===== src/usah_pkg.sv =====
// Purpose: Shared constants and types for the SPI host and async receiver.
// Assumes: One 50 MHz core clock, synchronous active-high reset.
// Notes: Fractional baud generation lives outside; a reload divider is used.

package usah_pkg;

    // ------------------------------------------------------------
    // Clock and timing
    // ------------------------------------------------------------
    localparam int USAH_CLK_HZ = 50_000_000;
    localparam logic [15:0] USAH_DIV_RST = 16'h0000;

    // ------------------------------------------------------------
    // Receive mode field and oversampling
    // ------------------------------------------------------------
    localparam logic [1:0] USAH_RECEIVE_MODE_SELECT_NORMAL = 2'h0;
    localparam logic [1:0] USAH_RECEIVE_MODE_SELECT_DOUBLE = 2'h1;
    localparam logic [4:0] USAH_OSR_NORMAL = 5'h10;
    localparam logic [4:0] USAH_OSR_DOUBLE = 5'h08;
    localparam logic [4:0] USAH_VOTE_FIRST_NORMAL = 5'h08;
    localparam logic [4:0] USAH_VOTE_FIRST_DOUBLE = 5'h04;
    localparam logic [4:0] USAH_VOTE_SPAN = 5'h02;
    localparam logic [4:0] USAH_SAMPLE_FIRST = 5'h01;

    // ------------------------------------------------------------
    // Frame sizes
    // ------------------------------------------------------------
    localparam logic [3:0] USAH_CHAR_MAX = 4'h8;
    localparam logic [3:0] USAH_SPI_EDGE_LAST = 4'hf;
    localparam logic [1:0] USAH_HIST_RST = 2'h3;

    // ------------------------------------------------------------
    // Carriers and states
    // ------------------------------------------------------------
    typedef struct packed {
        logic spi_host;
        logic [1:0] receive_mode_select;
        logic pin_invert_enable;
        logic spi_clock_phase;
        logic data_order_select;
        logic [3:0] char_bits;
        logic parity_enable;
        logic parity_odd;
    } usah_cfg_s;

    typedef struct packed {
        logic [7:0] data;
        logic frame_error_flag;
        logic parity_error_flag;
        logic overflow_flag;
    } usah_rx_s;

    typedef enum logic [2:0] {
        RX_IDLE,
        RX_START,
        RX_DATA,
        RX_PARITY,
        RX_STOP
    } usah_rxst_e;

    typedef enum logic {
        SPI_IDLE,
        SPI_SHIFT
    } usah_spist_e;

endpackage


===== src/usah_vote.sv =====
// Purpose: Three-sample majority voter over the oversampled line.
// Assumes: samp_en is a one-cycle pulse on core_clk.
// Notes: maj covers the two previous samples and the current level.

`timescale 1ns/1ns

module usah_vote
    import usah_pkg::*;
(
    input wire logic core_clk, // Core clock
    input wire logic rst, // Sync reset
    input wire logic samp_en, // Sample strobe
    input wire logic lvl, // Filtered line level
    output logic maj // Majority of three samples
);

    logic [1:0] hist_reg;
    logic [1:0] hist_next;

    always_comb begin
        hist_next = samp_en ? {hist_reg[0], lvl} : hist_reg;
    end

    always_ff @(posedge core_clk) begin
        if (rst) begin
            hist_reg <= USAH_HIST_RST;
        end else begin
            hist_reg <= hist_next;
        end
    end

    assign maj = (hist_reg[1] & hist_reg[0]) | (hist_reg[1] & lvl) |
                 (hist_reg[0] & lvl);

endmodule


===== src/usah_top.sv =====
// Purpose: SPI host shifter and oversampling async receiver with recovery.
// Assumes: baud_div >= 4 so the 3-stage input filter settles per half bit.
// Notes: Async data arrives LSb first; char_bits must be 5..8.

`timescale 1ns/1ns

// How it works
// - As SPI host, drive shift clock from the internal baud divider.
// - Each SPI bit holds a full clock; the far side samples mid-hold.
// - Invert and phase bits choose sample and shift edges per table.
// - Leading edge is the first edge of a bit, trailing the last.
// - SPI transmit flags behave like normal transmission.
// - In SPI host mode frame, overflow and parity flags read zero.
// - No write collision, double-speed SPI clock or multi-host logic.
// - txd is MOSI, rxd is MISO, shift clock is SCK; no select pin.
// - Async receiver realigns its sample counter on each start bit.
// - Oversample sixteen times per bit, eight in double speed.
// - Start detection begins on a high-to-low edge; that sample is one.
// - Start accepted if two of samples 8-10 (4-6) are low, else idle.
// - Data and parity bits decided by majority of three centre samples.
// - Only the first stop bit is examined; later ones are ignored.
// - A low voted stop bit sets the frame error flag.
// - Normal mode accepts a new start right after stop vote samples.
// - Double speed sees the next start no earlier than next sample.
// - Vote window starts at sample 8 (4), middle at 9 (5).
// - Receive mode 0x01 selects double speed, 0x00 normal speed.
// - SPI frames are eight data bits; order bit picks LSb or MSb first.
module usah_top
    import usah_pkg::*;
(
    input wire logic core_clk, // 50 MHz core clock
    input wire logic rst, // Sync reset, active high
    input wire usah_cfg_s cfg, // Mode and format settings
    input wire logic [15:0] baud_div, // Sample period minus one
    input wire logic rxd, // Receive pin, MISO in SPI host
    input wire logic tx_start, // Pulse: start SPI transfer
    input wire logic [7:0] tx_data, // Byte to send
    input wire logic rx_read, // Pulse: receive word consumed
    output logic txd, // Transmit pin, MOSI
    output logic shift_clock_pin, // Shift clock out, SCK
    output logic shift_clock_oe, // Shift clock output enable
    output logic tx_busy, // SPI transfer in progress
    output logic tx_done, // Pulse: SPI transfer complete
    output logic rx_valid, // Pulse: new receive word
    output logic rx_full, // Receive word not yet read
    output usah_rx_s rx_word // Received data and flags
);

    // ------------------------------------------------------------
    // Sample divider and input filter
    // ------------------------------------------------------------
    logic [15:0] div_reg, div_next;
    logic samp_en_reg, samp_en_next;
    logic s1_reg, s2_reg, s3_reg, lvl_reg, lvl_next;
    usah_spist_e spi_state_reg, spi_state_next;

    always_comb begin
        samp_en_next = 1'b0;
        div_next = div_reg - 16'h0001;
        if (div_reg == 16'h0000) begin
            div_next = baud_div;
            samp_en_next = 1'b1;
        end
        // Restart on SPI start so the first bit gets a full half period
        if (cfg.spi_host && tx_start && spi_state_reg == SPI_IDLE) begin
            div_next = baud_div;
            samp_en_next = 1'b0;
        end
        lvl_next = (s2_reg == s3_reg) ? s3_reg : lvl_reg;
    end

    always_ff @(posedge core_clk) begin
        if (rst) begin
            div_reg <= USAH_DIV_RST;
            samp_en_reg <= 1'b0;
            s1_reg <= 1'b1;
            s2_reg <= 1'b1;
            s3_reg <= 1'b1;
            lvl_reg <= 1'b1;
        end else begin
            div_reg <= div_next;
            samp_en_reg <= samp_en_next;
            s1_reg <= rxd;
            s2_reg <= s1_reg;
            s3_reg <= s2_reg;
            lvl_reg <= lvl_next;
        end
    end

    // ------------------------------------------------------------
    // SPI host shifter
    // ------------------------------------------------------------
    logic [3:0] edge_reg, edge_next;
    logic [7:0] tx_sh_reg, tx_sh_next, spi_in_reg, spi_in_next;
    logic sck_reg, sck_next, txd_reg, txd_next, oe_reg, oe_next;
    logic busy_reg, busy_next, done_reg, done_next;
    logic spi_fin, msb_first, lead, sample_now;

    always_comb begin
        spi_state_next = spi_state_reg;
        edge_next = edge_reg;
        tx_sh_next = tx_sh_reg;
        spi_in_next = spi_in_reg;
        sck_next = sck_reg;
        txd_next = txd_reg;
        busy_next = busy_reg;
        done_next = 1'b0;
        spi_fin = 1'b0;
        oe_next = cfg.spi_host;
        msb_first = ~cfg.data_order_select;
        lead = ~edge_reg[0];
        sample_now = lead ^ cfg.spi_clock_phase;
        unique case (spi_state_reg)
            SPI_IDLE: begin
                sck_next = cfg.pin_invert_enable;
                txd_next = 1'b1;
                busy_next = 1'b0;
                if (cfg.spi_host && tx_start) begin
                    spi_state_next = SPI_SHIFT;
                    edge_next = 4'h0;
                    busy_next = 1'b1;
                    tx_sh_next = tx_data;
                    // Phase 0 must present the first data bit (bit 7 MSb first, bit 0 LSb first) before the first edge
                    if (!cfg.spi_clock_phase) begin
                        txd_next = msb_first ? tx_data[7] : tx_data[0];
                        tx_sh_next = msb_first ? {tx_data[6:0], 1'b0} :
                                                 {1'b0, tx_data[7:1]};
                    end
                end
            end
            SPI_SHIFT: begin
                // Start while busy is simply ignored, no collision flag
                if (!cfg.spi_host) begin
                    spi_state_next = SPI_IDLE;
                    busy_next = 1'b0;
                end else if (samp_en_reg) begin
                    sck_next = ~sck_reg;
                    edge_next = edge_reg + 4'h1;
                    if (sample_now) begin
                        spi_in_next = msb_first ?
                            {spi_in_reg[6:0], lvl_reg} :
                            {lvl_reg, spi_in_reg[7:1]};
                    end else if (edge_reg != USAH_SPI_EDGE_LAST) begin
                        txd_next = msb_first ? tx_sh_reg[7] : tx_sh_reg[0];
                        tx_sh_next = msb_first ? {tx_sh_reg[6:0], 1'b0} :
                                                 {1'b0, tx_sh_reg[7:1]};
                    end
                    if (edge_reg == USAH_SPI_EDGE_LAST) begin
                        spi_state_next = SPI_IDLE;
                        busy_next = 1'b0;
                        done_next = 1'b1;
                        spi_fin = 1'b1;
                    end
                end
            end
        endcase
    end

    always_ff @(posedge core_clk) begin
        if (rst) begin
            spi_state_reg <= SPI_IDLE;
            edge_reg <= 4'h0;
            tx_sh_reg <= 8'h00;
            spi_in_reg <= 8'h00;
            sck_reg <= 1'b0;
            txd_reg <= 1'b1;
            oe_reg <= 1'b0;
            busy_reg <= 1'b0;
            done_reg <= 1'b0;
        end else begin
            spi_state_reg <= spi_state_next;
            edge_reg <= edge_next;
            tx_sh_reg <= tx_sh_next;
            spi_in_reg <= spi_in_next;
            sck_reg <= sck_next;
            txd_reg <= txd_next;
            oe_reg <= oe_next;
            busy_reg <= busy_next;
            done_reg <= done_next;
        end
    end

    // ------------------------------------------------------------
    // Async clock and data recovery
    // ------------------------------------------------------------
    usah_rxst_e rx_state_reg, rx_state_next;
    logic [4:0] cnt_reg, cnt_next, osr, vfirst, vlast;
    logic [3:0] bit_reg, bit_next, bit_inc;
    logic [7:0] sh_reg, sh_next;
    logic par_reg, par_next, armed_reg, armed_next, maj;
    logic valid_reg, valid_next, full_reg, full_next;
    usah_rx_s word_reg, word_next;
    logic dbl, vote_now;

    usah_vote usah_vote_inst (
        .core_clk(core_clk),
        .rst(rst),
        .samp_en(samp_en_reg),
        .lvl(lvl_reg),
        .maj(maj)
    );

    always_comb begin
        dbl = (cfg.receive_mode_select == USAH_RECEIVE_MODE_SELECT_DOUBLE);
        osr = dbl ? USAH_OSR_DOUBLE : USAH_OSR_NORMAL;
        vfirst = dbl ? USAH_VOTE_FIRST_DOUBLE : USAH_VOTE_FIRST_NORMAL;
        vlast = vfirst + USAH_VOTE_SPAN;
        vote_now = samp_en_reg && (cnt_reg == vlast) &&
                   (rx_state_reg != RX_IDLE);
        bit_inc = bit_reg + 4'h1;
        rx_state_next = rx_state_reg;
        cnt_next = cnt_reg;
        bit_next = bit_reg;
        sh_next = sh_reg;
        par_next = par_reg;
        armed_next = armed_reg;
        word_next = word_reg;
        valid_next = 1'b0;
        // Set beats clear when a word lands in the read cycle
        full_next = full_reg & ~rx_read;
        if (cfg.spi_host) begin
            rx_state_next = RX_IDLE;
            armed_next = 1'b0;
            // A word held from async mode must not show its flags
            word_next.frame_error_flag = 1'b0;
            word_next.parity_error_flag = 1'b0;
            word_next.overflow_flag = 1'b0;
            if (spi_fin) begin
                word_next = '{data: spi_in_next, frame_error_flag: 1'b0,
                              parity_error_flag: 1'b0,
                              overflow_flag: 1'b0};
                valid_next = 1'b1;
                full_next = 1'b1;
            end
        end else if (samp_en_reg) begin
            if (rx_state_reg == RX_IDLE) begin
                if (lvl_reg) begin
                    armed_next = 1'b1;
                end else if (armed_reg) begin
                    rx_state_next = RX_START;
                    // Counter holds the number of the sample to come
                    cnt_next = USAH_SAMPLE_FIRST + 5'h01;
                    armed_next = 1'b0;
                end
            end else begin
                cnt_next = (cnt_reg == osr) ? USAH_SAMPLE_FIRST :
                                              cnt_reg + 5'h01;
            end
            if (vote_now) begin
                unique case (rx_state_reg)
                    RX_START: begin
                        if (maj) begin
                            rx_state_next = RX_IDLE;
                            armed_next = 1'b1;
                        end else begin
                            rx_state_next = RX_DATA;
                            bit_next = 4'h0;
                            par_next = 1'b0;
                        end
                    end
                    RX_DATA: begin
                        sh_next = {maj, sh_reg[7:1]};
                        par_next = par_reg ^ maj;
                        bit_next = bit_inc;
                        if (bit_inc == cfg.char_bits) begin
                            rx_state_next = cfg.parity_enable ?
                                            RX_PARITY : RX_STOP;
                        end
                    end
                    RX_PARITY: begin
                        par_next = par_reg ^ maj;
                        rx_state_next = RX_STOP;
                    end
                    RX_STOP: begin
                        // Back to idle at once, further stop bits unseen
                        rx_state_next = RX_IDLE;
                        armed_next = maj;
                        word_next.data = sh_reg >> (USAH_CHAR_MAX -
                                                    cfg.char_bits);
                        word_next.frame_error_flag = ~maj;
                        word_next.parity_error_flag = cfg.parity_enable &
                            (par_reg ^ cfg.parity_odd);
                        word_next.overflow_flag = full_reg & ~rx_read;
                        valid_next = 1'b1;
                        full_next = 1'b1;
                    end
                    default: begin
                        rx_state_next = rx_state_reg;
                    end
                endcase
            end
        end
    end

    always_ff @(posedge core_clk) begin
        if (rst) begin
            rx_state_reg <= RX_IDLE;
            cnt_reg <= USAH_SAMPLE_FIRST;
            bit_reg <= 4'h0;
            sh_reg <= 8'h00;
            par_reg <= 1'b0;
            armed_reg <= 1'b0;
            word_reg <= '0;
            valid_reg <= 1'b0;
            full_reg <= 1'b0;
        end else begin
            rx_state_reg <= rx_state_next;
            cnt_reg <= cnt_next;
            bit_reg <= bit_next;
            sh_reg <= sh_next;
            par_reg <= par_next;
            armed_reg <= armed_next;
            word_reg <= word_next;
            valid_reg <= valid_next;
            full_reg <= full_next;
        end
    end

    assign txd = txd_reg;
    assign shift_clock_pin = sck_reg;
    assign shift_clock_oe = oe_reg;
    assign tx_busy = busy_reg;
    assign tx_done = done_reg;
    assign rx_valid = valid_reg;
    assign rx_full = full_reg;
    assign rx_word = word_reg;
endmodule


===== config.mk =====
export PLATFORM = sky130hd
export DESIGN_NAME = usah_top
export DESIGN_NICKNAME = d
export VERILOG_FILES = /design/src/usah_pkg.sv /design/src/usah_vote.sv /design/src/usah_top.sv
export SDC_FILE = /design/constraint.sdc
export NUM_CORES = 1
export LEC_CHECK = 0
export BUFFER_PORTS_ARGS = -buffer_cell sky130_fd_sc_hd__buf_2
export CAP_MARGIN = 15
export CELL_PAD_IN_SITES_DETAIL_PLACEMENT = 1
export CELL_PAD_IN_SITES_GLOBAL_PLACEMENT = 2
export CORE_ASPECT_RATIO = 1.5
export CORE_MARGIN = 3
export CORE_UTILIZATION = 25
export DETAILED_ROUTE_END_ITERATION = 7
export PLACE_DENSITY_LB_ADDON = 0.1
export SLEW_MARGIN = 40
export SYNTH_ARGS = -nofsm -noshare
export SYNTH_HDL_FRONTEND = slang
export SYNTH_SLANG_ARGS = --single-unit

===== constraint.sdc =====
create_clock -name core_clk -period 2.95 [get_ports core_clk]
set_input_delay 0.59 -clock core_clk [delete_from_list [all_inputs] [get_ports core_clk]]
set_output_delay 0.59 -clock core_clk [all_outputs]
set_load 0.01 [all_outputs]

* Word level (Yosys, flattened, before mapping)
Cells that the tools add are included.
Storage, ports and cells: output and inout bits 18, RAM bits 0, memories 0, input bits 41, bits in read-only memories 0, bits in latches 0, logic and storage cells 185, flip-flop bits (word level) 84
Operators by class: $lt $le $gt $ge 0, divide/modulo/power cells 0, reductions and logical operators 27, bitwise logic cells 16, equal/unequal tests 23, mux-type cells 84, $add $sub $neg 6, multipliers 0, shift operators 1
Operators by type and width (number):
- 8-bit two-way mux | 13
- 11-bit two-way mux | 5
- 1-bit two-way mux | 37
- 16-bit two-way mux | 2
- 5-bit two-way mux | 5
- 4-bit two-way mux | 5
- 3-bit two-way mux | 6
- 16-bit zero test | 1
- 4-bit one-hot mux with 2 select lines | 2
- 8-bit one-hot mux with 2 select lines | 1
- 4-bit AND reduction | 4
- 16-bit by 1-bit subtractor with 16-bit output (second input constant) | 1
- 5-bit AND reduction | 3
- 2-bit inequality test (second input constant) | 6
- 1-bit one-hot mux with 2 select lines | 6
- 3-bit one-hot mux with 4 select lines | 1
- 5-bit == test | 2
- 2-bit nonzero test | 5
- 4-bit by 1-bit adder with 4-bit output (second input constant) | 2
- 8-bit by 4-bit >> shifter with 8-bit output | 1
- 3-bit by 2-bit == test with 1-bit output (second input constant) | 2
- 2-bit by 1-bit inequality test with 1-bit output (second input constant) | 3
- 1-bit inverter | 6
- 2-bit AND reduction | 3
- other kinds (22) | 35

* Depth between registers and ports, before layout
Gate-level depths: netlist of the first run.
depth after elaboration 9, mapped depth 10, mapped depth without buffers 7

* Modules after synthesis
Synthesis of the first run repeated with hierarchy kept, for this count alone.
Second synthesis, totals: cells, all modules 540, area, all modules 4642.0 um^2
By module, submodules not included:
- usah_top | cells an instance 533, area an instance 4561.9 um^2, instances 1
- usah_vote | cells an instance 7, area an instance 80.1 um^2, instances 1

* Worst setup path after synthesis of the first run
OpenSTA, ideal clock, no wires.
path type input port to flip-flop, start input cfg[2] (netlist name), end register word_reg, in the netlist rx_word[4], required time 2.864 ns, stages on the path 10, arrival 2.215 ns, buffers on the path 3, setup time 0.086 ns, setup slack 0.650 ns, cells stage by stage buf_2 -> buf_2 -> inv_1 -> ha_1 -> clkbuf_1 -> nand3b_1 -> o21ai_0 -> mux2i_1 -> o22a_1 -> a211oi_1
Between the ends: word-level cells in the longest chain between the ends 6
Ends and longest elaborated chain:
- start, declared | RTL line usah_top.sv:33 | input wire usah_cfg_s cfg,
- 4-bit subtractor | RTL line usah_top.sv:278 | word_next.data = sh_reg >> (USAH_CHAR_MAX -
- 8-bit by 4-bit >> shifter with 8-bit output | RTL line usah_top.sv:278
- 11-bit two-way mux | RTL line usah_top.sv:250 | unique case (rx_state_reg)
- 11-bit two-way mux | RTL line usah_top.sv:249 | if (vote_now) begin
- 11-bit two-way mux | RTL line usah_top.sv:235 | end else if (samp_en_reg) begin
- 11-bit two-way mux | RTL line usah_top.sv:221 | if (cfg.spi_host) begin
- end signal, assigned | RTL line usah_top.sv:313 | word_reg <= word_next;
- end, declared | RTL line usah_top.sv:192 | usah_rx_s word_reg, word_next;
Every way passes these cells. The select of a mux whose other input is x is not followed. A chain may end at the register's enable or synchronous reset.

* Worst setup path after layout of the first run
start register cnt_reg[0], end register word_reg, in the netlist rx_word[0]
Between the ends: word-level cells in the longest chain between the ends 5
Ends and longest elaborated chain:
- start, declared | RTL line usah_top.sv:187 | logic [4:0] cnt_reg, cnt_next, osr, vfirst, vlast;
- start signal, assigned | RTL line usah_top.sv:308 | cnt_reg <= cnt_next;
- 5-bit == test | RTL line usah_top.sv:208 | vote_now = samp_en_reg && (cnt_reg == vlast) &&
- 1-bit logical AND (2 in a row) | RTL line usah_top.sv:208
- 2-bit nonzero test (no source line)
- 3-bit AND reduction (no source line)
Every way passes these cells.

==> results of run 1 <==
[final cells by class]
type | instances | area [µm²]
Tap cell | 248 | 310
Clock buffer | 12 | 256
Fill cell | 2138 | 12600
Timing Repair Buffer | 70 | 393
Sequential cell | 84 | 1680
Inverter | 12 | 45.0
Clock inverter | 4 | 47.5
Multi-Input combinational cell | 412 | 2770
[worst register-to-register path, cell delays in order (launching register included)]
cell and delay [ns]:
dfxtp_1 0.35, inv_1 0.09, ha_1 0.15, nor2b_1 0.29, nand3_1 0.29, nor3_2 0.58, mux2i_1 0.26, nor3_1 0.06
[per-layer routing]
| metal | part of all wire, % | vias up | global-route usage (%) |
|---|---|---|---|
| met4 | 2.3 | 0 | 6.07 |
| met3 | 2.3 | 17 | 1.93 |
| li1 | - | 2039 | - |
| met1 | 46 | 1984 | 16.3 |
| met5 | 0 | - | 0 |
| met2 | 50 | 53 | 24.0 |
[report_power, final]
part | internal, mW | switching, mW
combinational | 0.197 | 0.243
sequential | 1.20 | 0.0684
clock | 0.700 | 0.477
[per-stage QoR]
step / utilization (%) / std cells / instance area, µm²
3_5_place_dp: 28.7 / 826 / 5200
5_1_grt: 30.4 / 842 / 5500
3_3_place_gp: 28.7 / 826 / 5200
6_report: 30.4 / 842 / 5500
2_1_floorplan: - / 543 / 4660
4_1_cts: 30.4 / 842 / 5500
[cells in the mapped netlist (8+ instances only)]
| cell | count | area [µm²] |
|---|---|---|
| xor2_1 | 14 | 123 |
| nor2_1 | 68 | 255 |
| nand2b_1 | 10 | 62.6 |
| mux2i_1 | 41 | 410 |
| xnor2_1 | 11 | 96.3 |
| a21oi_1 | 20 | 100 |
| nor2b_1 | 10 | 62.6 |
| nor3_1 | 17 | 85.1 |
| ha_1 | 8 | 100 |
| a211oi_1 | 23 | 173 |
| o21ai_0 | 16 | 80.1 |
| inv_1 | 11 | 41.3 |
| mux2_2 | 12 | 135 |
| nand3_1 | 15 | 75.1 |
| nand2_1 | 42 | 158 |
| dfxtp_1 | 84 | 1680 |
| buf_2 | 9 | 45.0 |
| clkbuf_1 | 20 | 75.1 |
[final timing paths]
| check | startpoint | to | slack [ns] | cells past startpoint |
|---|---|---|---|---|
| max | cnt_reg[0] | rx_word[0] | 0.74 | 7 |
| min | rxd | s1_reg | 0.43 | 2 |
| max reg2reg | cnt_reg[0] | rx_word[0] | 0.74 | 7 |
| min reg2reg | s1_reg | s2_reg | 0.45 | 1 |
[kinds of logic after synthesis]
| group | after synthesis |
|---|---|
| multiplexers | 54 |
| XOR/XNOR | 26 |
| flip-flops | 84 |
| adder cells (fa/ha/maj) | 9 |
| AO/OA/AOI/OAI | 118 |
| buffers and inverters | 47 |
| AND/OR/NAND/NOR | 205 |
==> flow_summary.json, run 1 <==
{
  "maxCapViolCount": 0,
  "grt_max_degree": 51,
  "synth_top_family_by_area": "simple AND/OR/NAND/NOR gates",
  "endpoint_kind": "flop",
  "portBuffers": 58,
  "initial_core_util_pct": 25.7,
  "synthSimpleGateAreaFrac_pct": 22.0,
  "root_buffer": "clkbuf_16",
  "crit_family": "simple AND/OR/NAND/NOR gates",
  "period_minus_slack_ns": 2.21,
  "largest_reg_flops": 16,
  "drtAntennaViolNets": 0,
  "antenna_found_initial": 0,
  "setup_tns_ns": 0,
  "slowest_stage": "nor3_2",
  "whs_ns": 0.433,
  "avgSynthCellArea_um2": 8.57,
  "clkTransAtPathRegs_ns": 0.06,
  "synth_cell_types": 70,
  "firstDrtPassIters": 4,
  "clock.fmax_ghz": 0.453,
  "htreeDepth": 3,
  "layout_common_cells": "84 x dfxtp_1, 68 x nor2_1, 58 x buf_2, 42 x nand2_1, 41 x mux2i_1",
  "finalWorstSetupSlack_ns": 0.742,
  "rsz0062_at_grt": "no",
  "cts_setup_buffers": 0,
  "grt_first_pass_wirelength_um": 22700,
  "synth_nets": 592,
  "hpwl_um": 9700,
  "p_per_area_mw_per_mm2": 524,
  "drt_iter0_drc": 144,
  "die_x_um": 117,
  "synthMuxAreaShare_pct": 12.2,
  "hold_viol": 0,
  "clkLatencyLatePin_ns": 0.34,
  "wl_um": 13300,
  "dieArea_mm2": 0.0203,
  "netlist_area_mm2": 0.00466,
  "core_area_mm2": 0.0181,
  "async_reset_ff_share_pct": 0,
  "synth_cells": 543,
  "via_count": 4093,
  "layout.cells.most_common": "dfxtp_1",
  "setup_viol": 0,
  "num_rows": 60,
  "fin_crit_sh_pct": 74.8,
  "drive_above_1_share_pct": 19.0,
  "cts_sinks": 84,
  "path_cells": "inv_1 > ha_1 > nor2b_1 > nand3_1 > nor3_2 > mux2i_1 > nor3_1",
  "synth_compound_area_share_pct": 17.7,
  "slowest_delay_ns": 0.58,
  "grt_pass1_vias": 4434,
  "antenna_cells": 0,
  "hold_class": "in -> reg",
  "totalPowerFinal_mw": 2.88,
  "critPathBufInv": 1,
  "clockBufferDepth": 2,
  "synth_xor_area_share_pct": 5.19,
  "status": "completed",
  "cts_resized": 0,
  "synth_seq_cells": 84,
  "tightest_slew_ns": 0.722,
  "hold_buffers": 0,
  "drv_slew": 0,
  "synthFlopType": "dfxtp_1",
  "yosysWarningCount": 0,
  "final_net_count": 638,
  "required_ns": 3.15,
  "synth_fa_ha_area_share_pct": 2.36,
  "crit_arrival_ns": 2.41,
  "die_h_um": 173,
  "relSlewSlack_pct": 51.9,
  "drc": 0,
  "fin_worst_skew_ns": 0.00716,
  "wl_per_cell_um": 15.8,
  "gp_congestion": 0.735,
  "ys_seq_area_share_pct": 36.1,
  "grt_use_total_pct": 13.6,
  "synth_edf_count": 0,
  "leakage_nw": 2.13,
  "crit_type": "reg -> reg",
  "cp_max_fo": 7,
  "avgViaCountPerCell": 4.86,
  "start_kind": "flop",
  "grt_overflow_total": 0,
  "ioPinCount": 59,
  "cts_tree": "done",
  "area_growth_pct": 18.2,
  "numCtsBuffers": 9,
  "ir_drop_mv": 0.203,
  "dp_slack_ns": 0.472
}
No activity file was read; power rests on OpenSTA's default activity.
==> run 2: changes to the inputs <==
- clock period: 2.95 -> 2.3 ns (I/O delays scaled with it)
==> flow_summary.json, run 2 (synthesis results as in run 1) <==
{
  "status": "completed",
  "final_area_mm2": 0.00560,
  "grt_first_pass_wirelength_um": 22700,
  "path_cells": "inv_1 > ha_1 > nor2b_2 > and2_1 > nand3_1 > buf_4 > nor2_1 > a221o_1",
  "drt_iter0_drc": 77,
  "clkTransAtPathRegs_ns": 0.06,
  "avgViaCountPerCell": 4.81,
  "maxCapViolCount": 0,
  "drc": 0,
  "drive_above_1_share_pct": 20.5,
  "hold_buffers": 0,
  "period_minus_slack_ns": 1.98,
  "sw_frac_of_total_pct": 27.1,
  "portBuffers": 58,
  "antenna_found_initial": 1,
  "drv_slew": 0,
  "combPwrFrac_pct": 15.3,
  "grt_overflow_total": 0,
  "relSlewSlack_pct": 56.9,
  "drtAntennaViolNets": 0,
  "ir_drop_mv": 0.259,
  "slowest_stage": "dfxtp_1",
  "slowest_delay_ns": 0.41,
  "htreeDepth": 3,
  "numCtsBuffers": 9,
  "cts_sinks": 84,
  "setup_viol": 0,
  "firstDrtPassIters": 4,
  "p_per_area_mw_per_mm2": 674,
  "clockPowerShare_pct": 41.7,
  "hpwl_um": 9930,
  "final_net_count": 649,
  "cts_resized": 0,
  "clockBufferDepth": 2,
  "num_rows": 60,
  "layout_common_cells": "84 x dfxtp_1, 67 x nor2_1, 58 x buf_2, 42 x nand2_1, 41 x mux2i_1",
  "die_x_um": 117,
  "ioPinCount": 59,
  "die_h_um": 173,
  "critPathBufInv": 2,
  "grt_pass1_vias": 4405,
  "core_area_mm2": 0.0181,
  "area_growth_pct": 20.3,
  "switchingPower_mw": 1.02,
  "setup_tns_ns": 0,
  "cts_tree": "done",
  "clock.fmax_ghz": 0.505,
  "grt_use_total_pct": 13.6,
  "fin_crit_sh_pct": 86.1,
  "gp_congestion": 0.730,
  "endpoint_kind": "flop",
  "totalPowerFinal_mw": 3.77,
  "required_ns": 2.53,
  "crit_arrival_ns": 2.21,
  "largest_reg_flops": 16,
  "antenna_cells": 0,
  "power.internal_mw": 2.75,
  "hold_class": "in -> reg",
  "cp_max_fo": 8,
  "cts_setup_buffers": 0,
  "rsz0062_at_grt": "no",
  "hold_viol": 0,
  "layout.cells.most_common": "dfxtp_1",
  "start_kind": "flop",
  "pwr-share-seq_pct": 43.1,
  "leakage_nw": 2.19,
  "clkLatencyLatePin_ns": 0.34,
  "dieArea_mm2": 0.0203,
  "crit_family": "simple AND/OR/NAND/NOR gates",
  "wl_um": 13300,
  "fin_worst_skew_ns": 0.00726,
  "root_buffer": "clkbuf_16",
  "tightest_slew_ns": 0.645,
  "via_count": 4099,
  "initial_core_util_pct": 25.7,
  "wl_per_cell_um": 15.6,
  "postLayoutCoreUtil_pct": 31.0,
  "crit_type": "reg -> reg",
  "dpl_cell_area_mm2": 0.00529,
  "grt_max_degree": 50
}
run 2: metal layers:
layer  track usage, %  up-vias  wire [µm]
met2             24.1       47       6690
met5                0        -          7
met3             2.16       18        311
li1                 -     2069          -
met4             5.58        2        267
met1             16.2     1963       6070
run 2: worst paths after layout:
kind / slack [ns] / from / to / cells after the start
worst max-delay path: 0.32 / cnt_reg[0] / bit_reg[2] / 8
worst min-delay path: 0.31 / rxd / s1_reg / 2
worst max register to register: 0.32 / cnt_reg[0] / bit_reg[2] / 8
worst min register to register: 0.42 / s1_reg / s2_reg / 1
run 2: power groups by stage:
stage | combinational [mW] | clock [mW] | sequential [mW]
floorplan | 0.421 | 0 | 1.64
global placement | 0.579 | 0 | 1.66
detailed placement | 0.586 | 0 | 1.66
CTS | 0.591 | 1.64 | 1.63
global route | 0.655 | 1.69 | 1.64
finish | 0.576 | 1.57 | 1.63
run 2: area by class of cell:
cell class / instances / area [µm²]
fill: 2158 / 12500
multi-input combinational: 412 / 2780
sequential: 84 / 1680
timing repair buffer: 81 / 475
tap: 248 / 310
clock buffer: 12 / 236
clock inverter: 4 / 73.8
inverter: 12 / 45.0
run 2: metrics by stage:
stage	std cells	hold WS, ns	setup slack (ns)
4_1_cts	853	0.290	0.115
6_report	853	0.306	0.320
5_1_grt	853	0.309	0.126
2_1_floorplan	543	0.389	0.130
3_5_place_dp	837	0.402	0.0690
3_3_place_gp	837	0.414	0.101
==> run 3: changes to the inputs <==
- CORE_UTILIZATION: 25 -> 36
- CTS_BUF_LIST: default -> sky130_fd_sc_hd__clkbuf_2 sky130_fd_sc_hd__clkbuf_4 sky130_fd_sc_hd__clkbuf_8
- PLACE_DENSITY: default -> 0.88
- PLACE_DENSITY_LB_ADDON: 0.1 -> default
==> flow_summary.json, run 3 (synthesis results as in run 1) <==
{
  "fin_crit_sh_pct": 87.6,
  "num_rows": 50,
  "status": "completed",
  "clock.fmax_ghz": 0.496,
  "via_count": 4117,
  "root_buffer": "clkbuf_8",
  "dieArea_mm2": 0.0144,
  "rsz0062_at_grt": "no",
  "tightest_slew_ns": 0.627,
  "portBuffers": 58,
  "period_minus_slack_ns": 2.01,
  "clkTransAtPathRegs_ns": 0.09,
  "htreeDepth": 3,
  "gp_congestion": 0.843,
  "clockBufferDepth": 2,
  "fin_worst_skew_ns": 0.00804,
  "numCtsBuffers": 9,
  "largest_reg_flops": 16,
  "endpoint_kind": "flop",
  "final_area_mm2": 0.00544,
  "leakage_nw": 2.16,
  "cts_sinks": 84,
  "hold_buffers": 0,
  "grt_first_pass_wirelength_um": 20800,
  "clkLatencyLatePin_ns": 0.37,
  "setup_viol": 0,
  "antenna_cells": 0,
  "grt_max_degree": 54,
  "maxCapViolCount": 0,
  "grt_use_total_pct": 17.4,
  "cts_tree": "done",
  "drive_above_1_share_pct": 20.5,
  "antenna_found_initial": 0,
  "drc": 0,
  "core_area_mm2": 0.0126,
  "area_growth_pct": 16.8,
  "start_kind": "flop",
  "required_ns": 2.54,
  "fin_cells": 757,
  "layout_common_cells": "84 x dfxtp_1, 67 x nor2_1, 58 x buf_2, 42 x nand2_1, 41 x mux2i_1",
  "wl_um": 12300,
  "dpl_cell_area_mm2": 0.00514,
  "placedCellCount": 741,
  "whs_ns": 0.281,
  "crit_arrival_ns": 2.25,
  "die_x_um": 98.9,
  "firstDrtPassIters": 4,
  "ir_drop_mv": 0.473,
  "avgViaCountPerCell": 5.44,
  "cts_resized": 0,
  "drtAntennaViolNets": 0,
  "relSlewSlack_pct": 58.1,
  "wl_per_cell_um": 16.3,
  "initial_core_util_pct": 37.0,
  "layout.cells.most_common": "dfxtp_1",
  "hold_viol": 0,
  "cts_setup_buffers": 0,
  "grt_overflow_total": 0,
  "drt_iter0_drc": 111,
  "p_per_area_mw_per_mm2": 681,
  "hpwl_um": 9160,
  "crit_type": "reg -> reg",
  "die_h_um": 145,
  "final_net_count": 645,
  "grt_pass1_vias": 4329,
  "ioPinCount": 59,
  "setup_tns_ns": 0,
  "drv_slew": 0,
  "hold_class": "in -> reg",
  "cp_max_fo": 6
}
## run 3: changes by cell type in the layout (fill, tap and decap cells not counted)
| cell | delta |
|---|---|
| clkinvlp_4 | +1 |
| clkinv_4 | -1 |
| buf_4 | -4 |
| nand3_2 | +1 |
| nand3_1 | -1 |
| nor2b_1 | +1 |
| bufinv_16 | +3 |
| nor2b_2 | -1 |
| clkbuf_8 | +9 |
| clkbuf_16 | -9 |
| clkbuf_1 | -3 |
## run 3: final timing paths
kind	slack [ns]	to	cells after the start	start
worst min register to register	0.45	s2_reg	1	s1_reg
worst min-delay path	0.28	s1_reg	2	rxd
worst max register to register	0.29	rx_state_reg[1]	7	cnt_reg[0]
worst max-delay path	0.29	rx_state_reg[1]	7	cnt_reg[0]
## run 3: metrics by stage
step	power, mW	setup WS, ns	utilization (%)
finish	3.70	0.285	43.2
global route	3.89	0.0285	43.2
CTS	3.76	0.181	43.2
detailed placement	2.23	0.155	40.9
global placement	2.20	0.240	40.9
floorplan	2.06	0.130	-
## run 3: area by class of cell
class / instances / area (µm²)
inverter: 12 / 45.0
clock inverter: 7 / 163
fill: 1501 / 7140
multi-input combinational: 412 / 2780
sequential: 84 / 1680
clock buffer: 9 / 124
tap: 156 / 195
timing repair buffer: 77 / 445
## run 3: per-layer routing
layer | global-route usage, % | vias to the layer above | part of all wire, %
li1 | - | 2054 | -
met3 | 3.27 | 14 | 2.9
met4 | 5.74 | 0 | 1.6
met5 | 0 | - | 0
met2 | 31.4 | 53 | 55
met1 | 20.3 | 1996 | 41
## run 3: report_power, final
group | switching, mW | internal, mW | total, mW
Combinational | 0.315 | 0.259 | 0.573
Clock | 0.568 | 0.939 | 1.51
Sequential | 0.0895 | 1.53 | 1.62
Total | 0.972 | 2.73 | 3.70
## run 3: worst max-delay path, cell delays in order, from the launching register on
cell and delay [ns]:
dfxtp_1 0.36, inv_1 0.09, ha_1 0.15, nor2b_1 0.28
nand3_2 0.21, nor2_2 0.26, a31oi_1 0.12, a2111oi_0 0.41
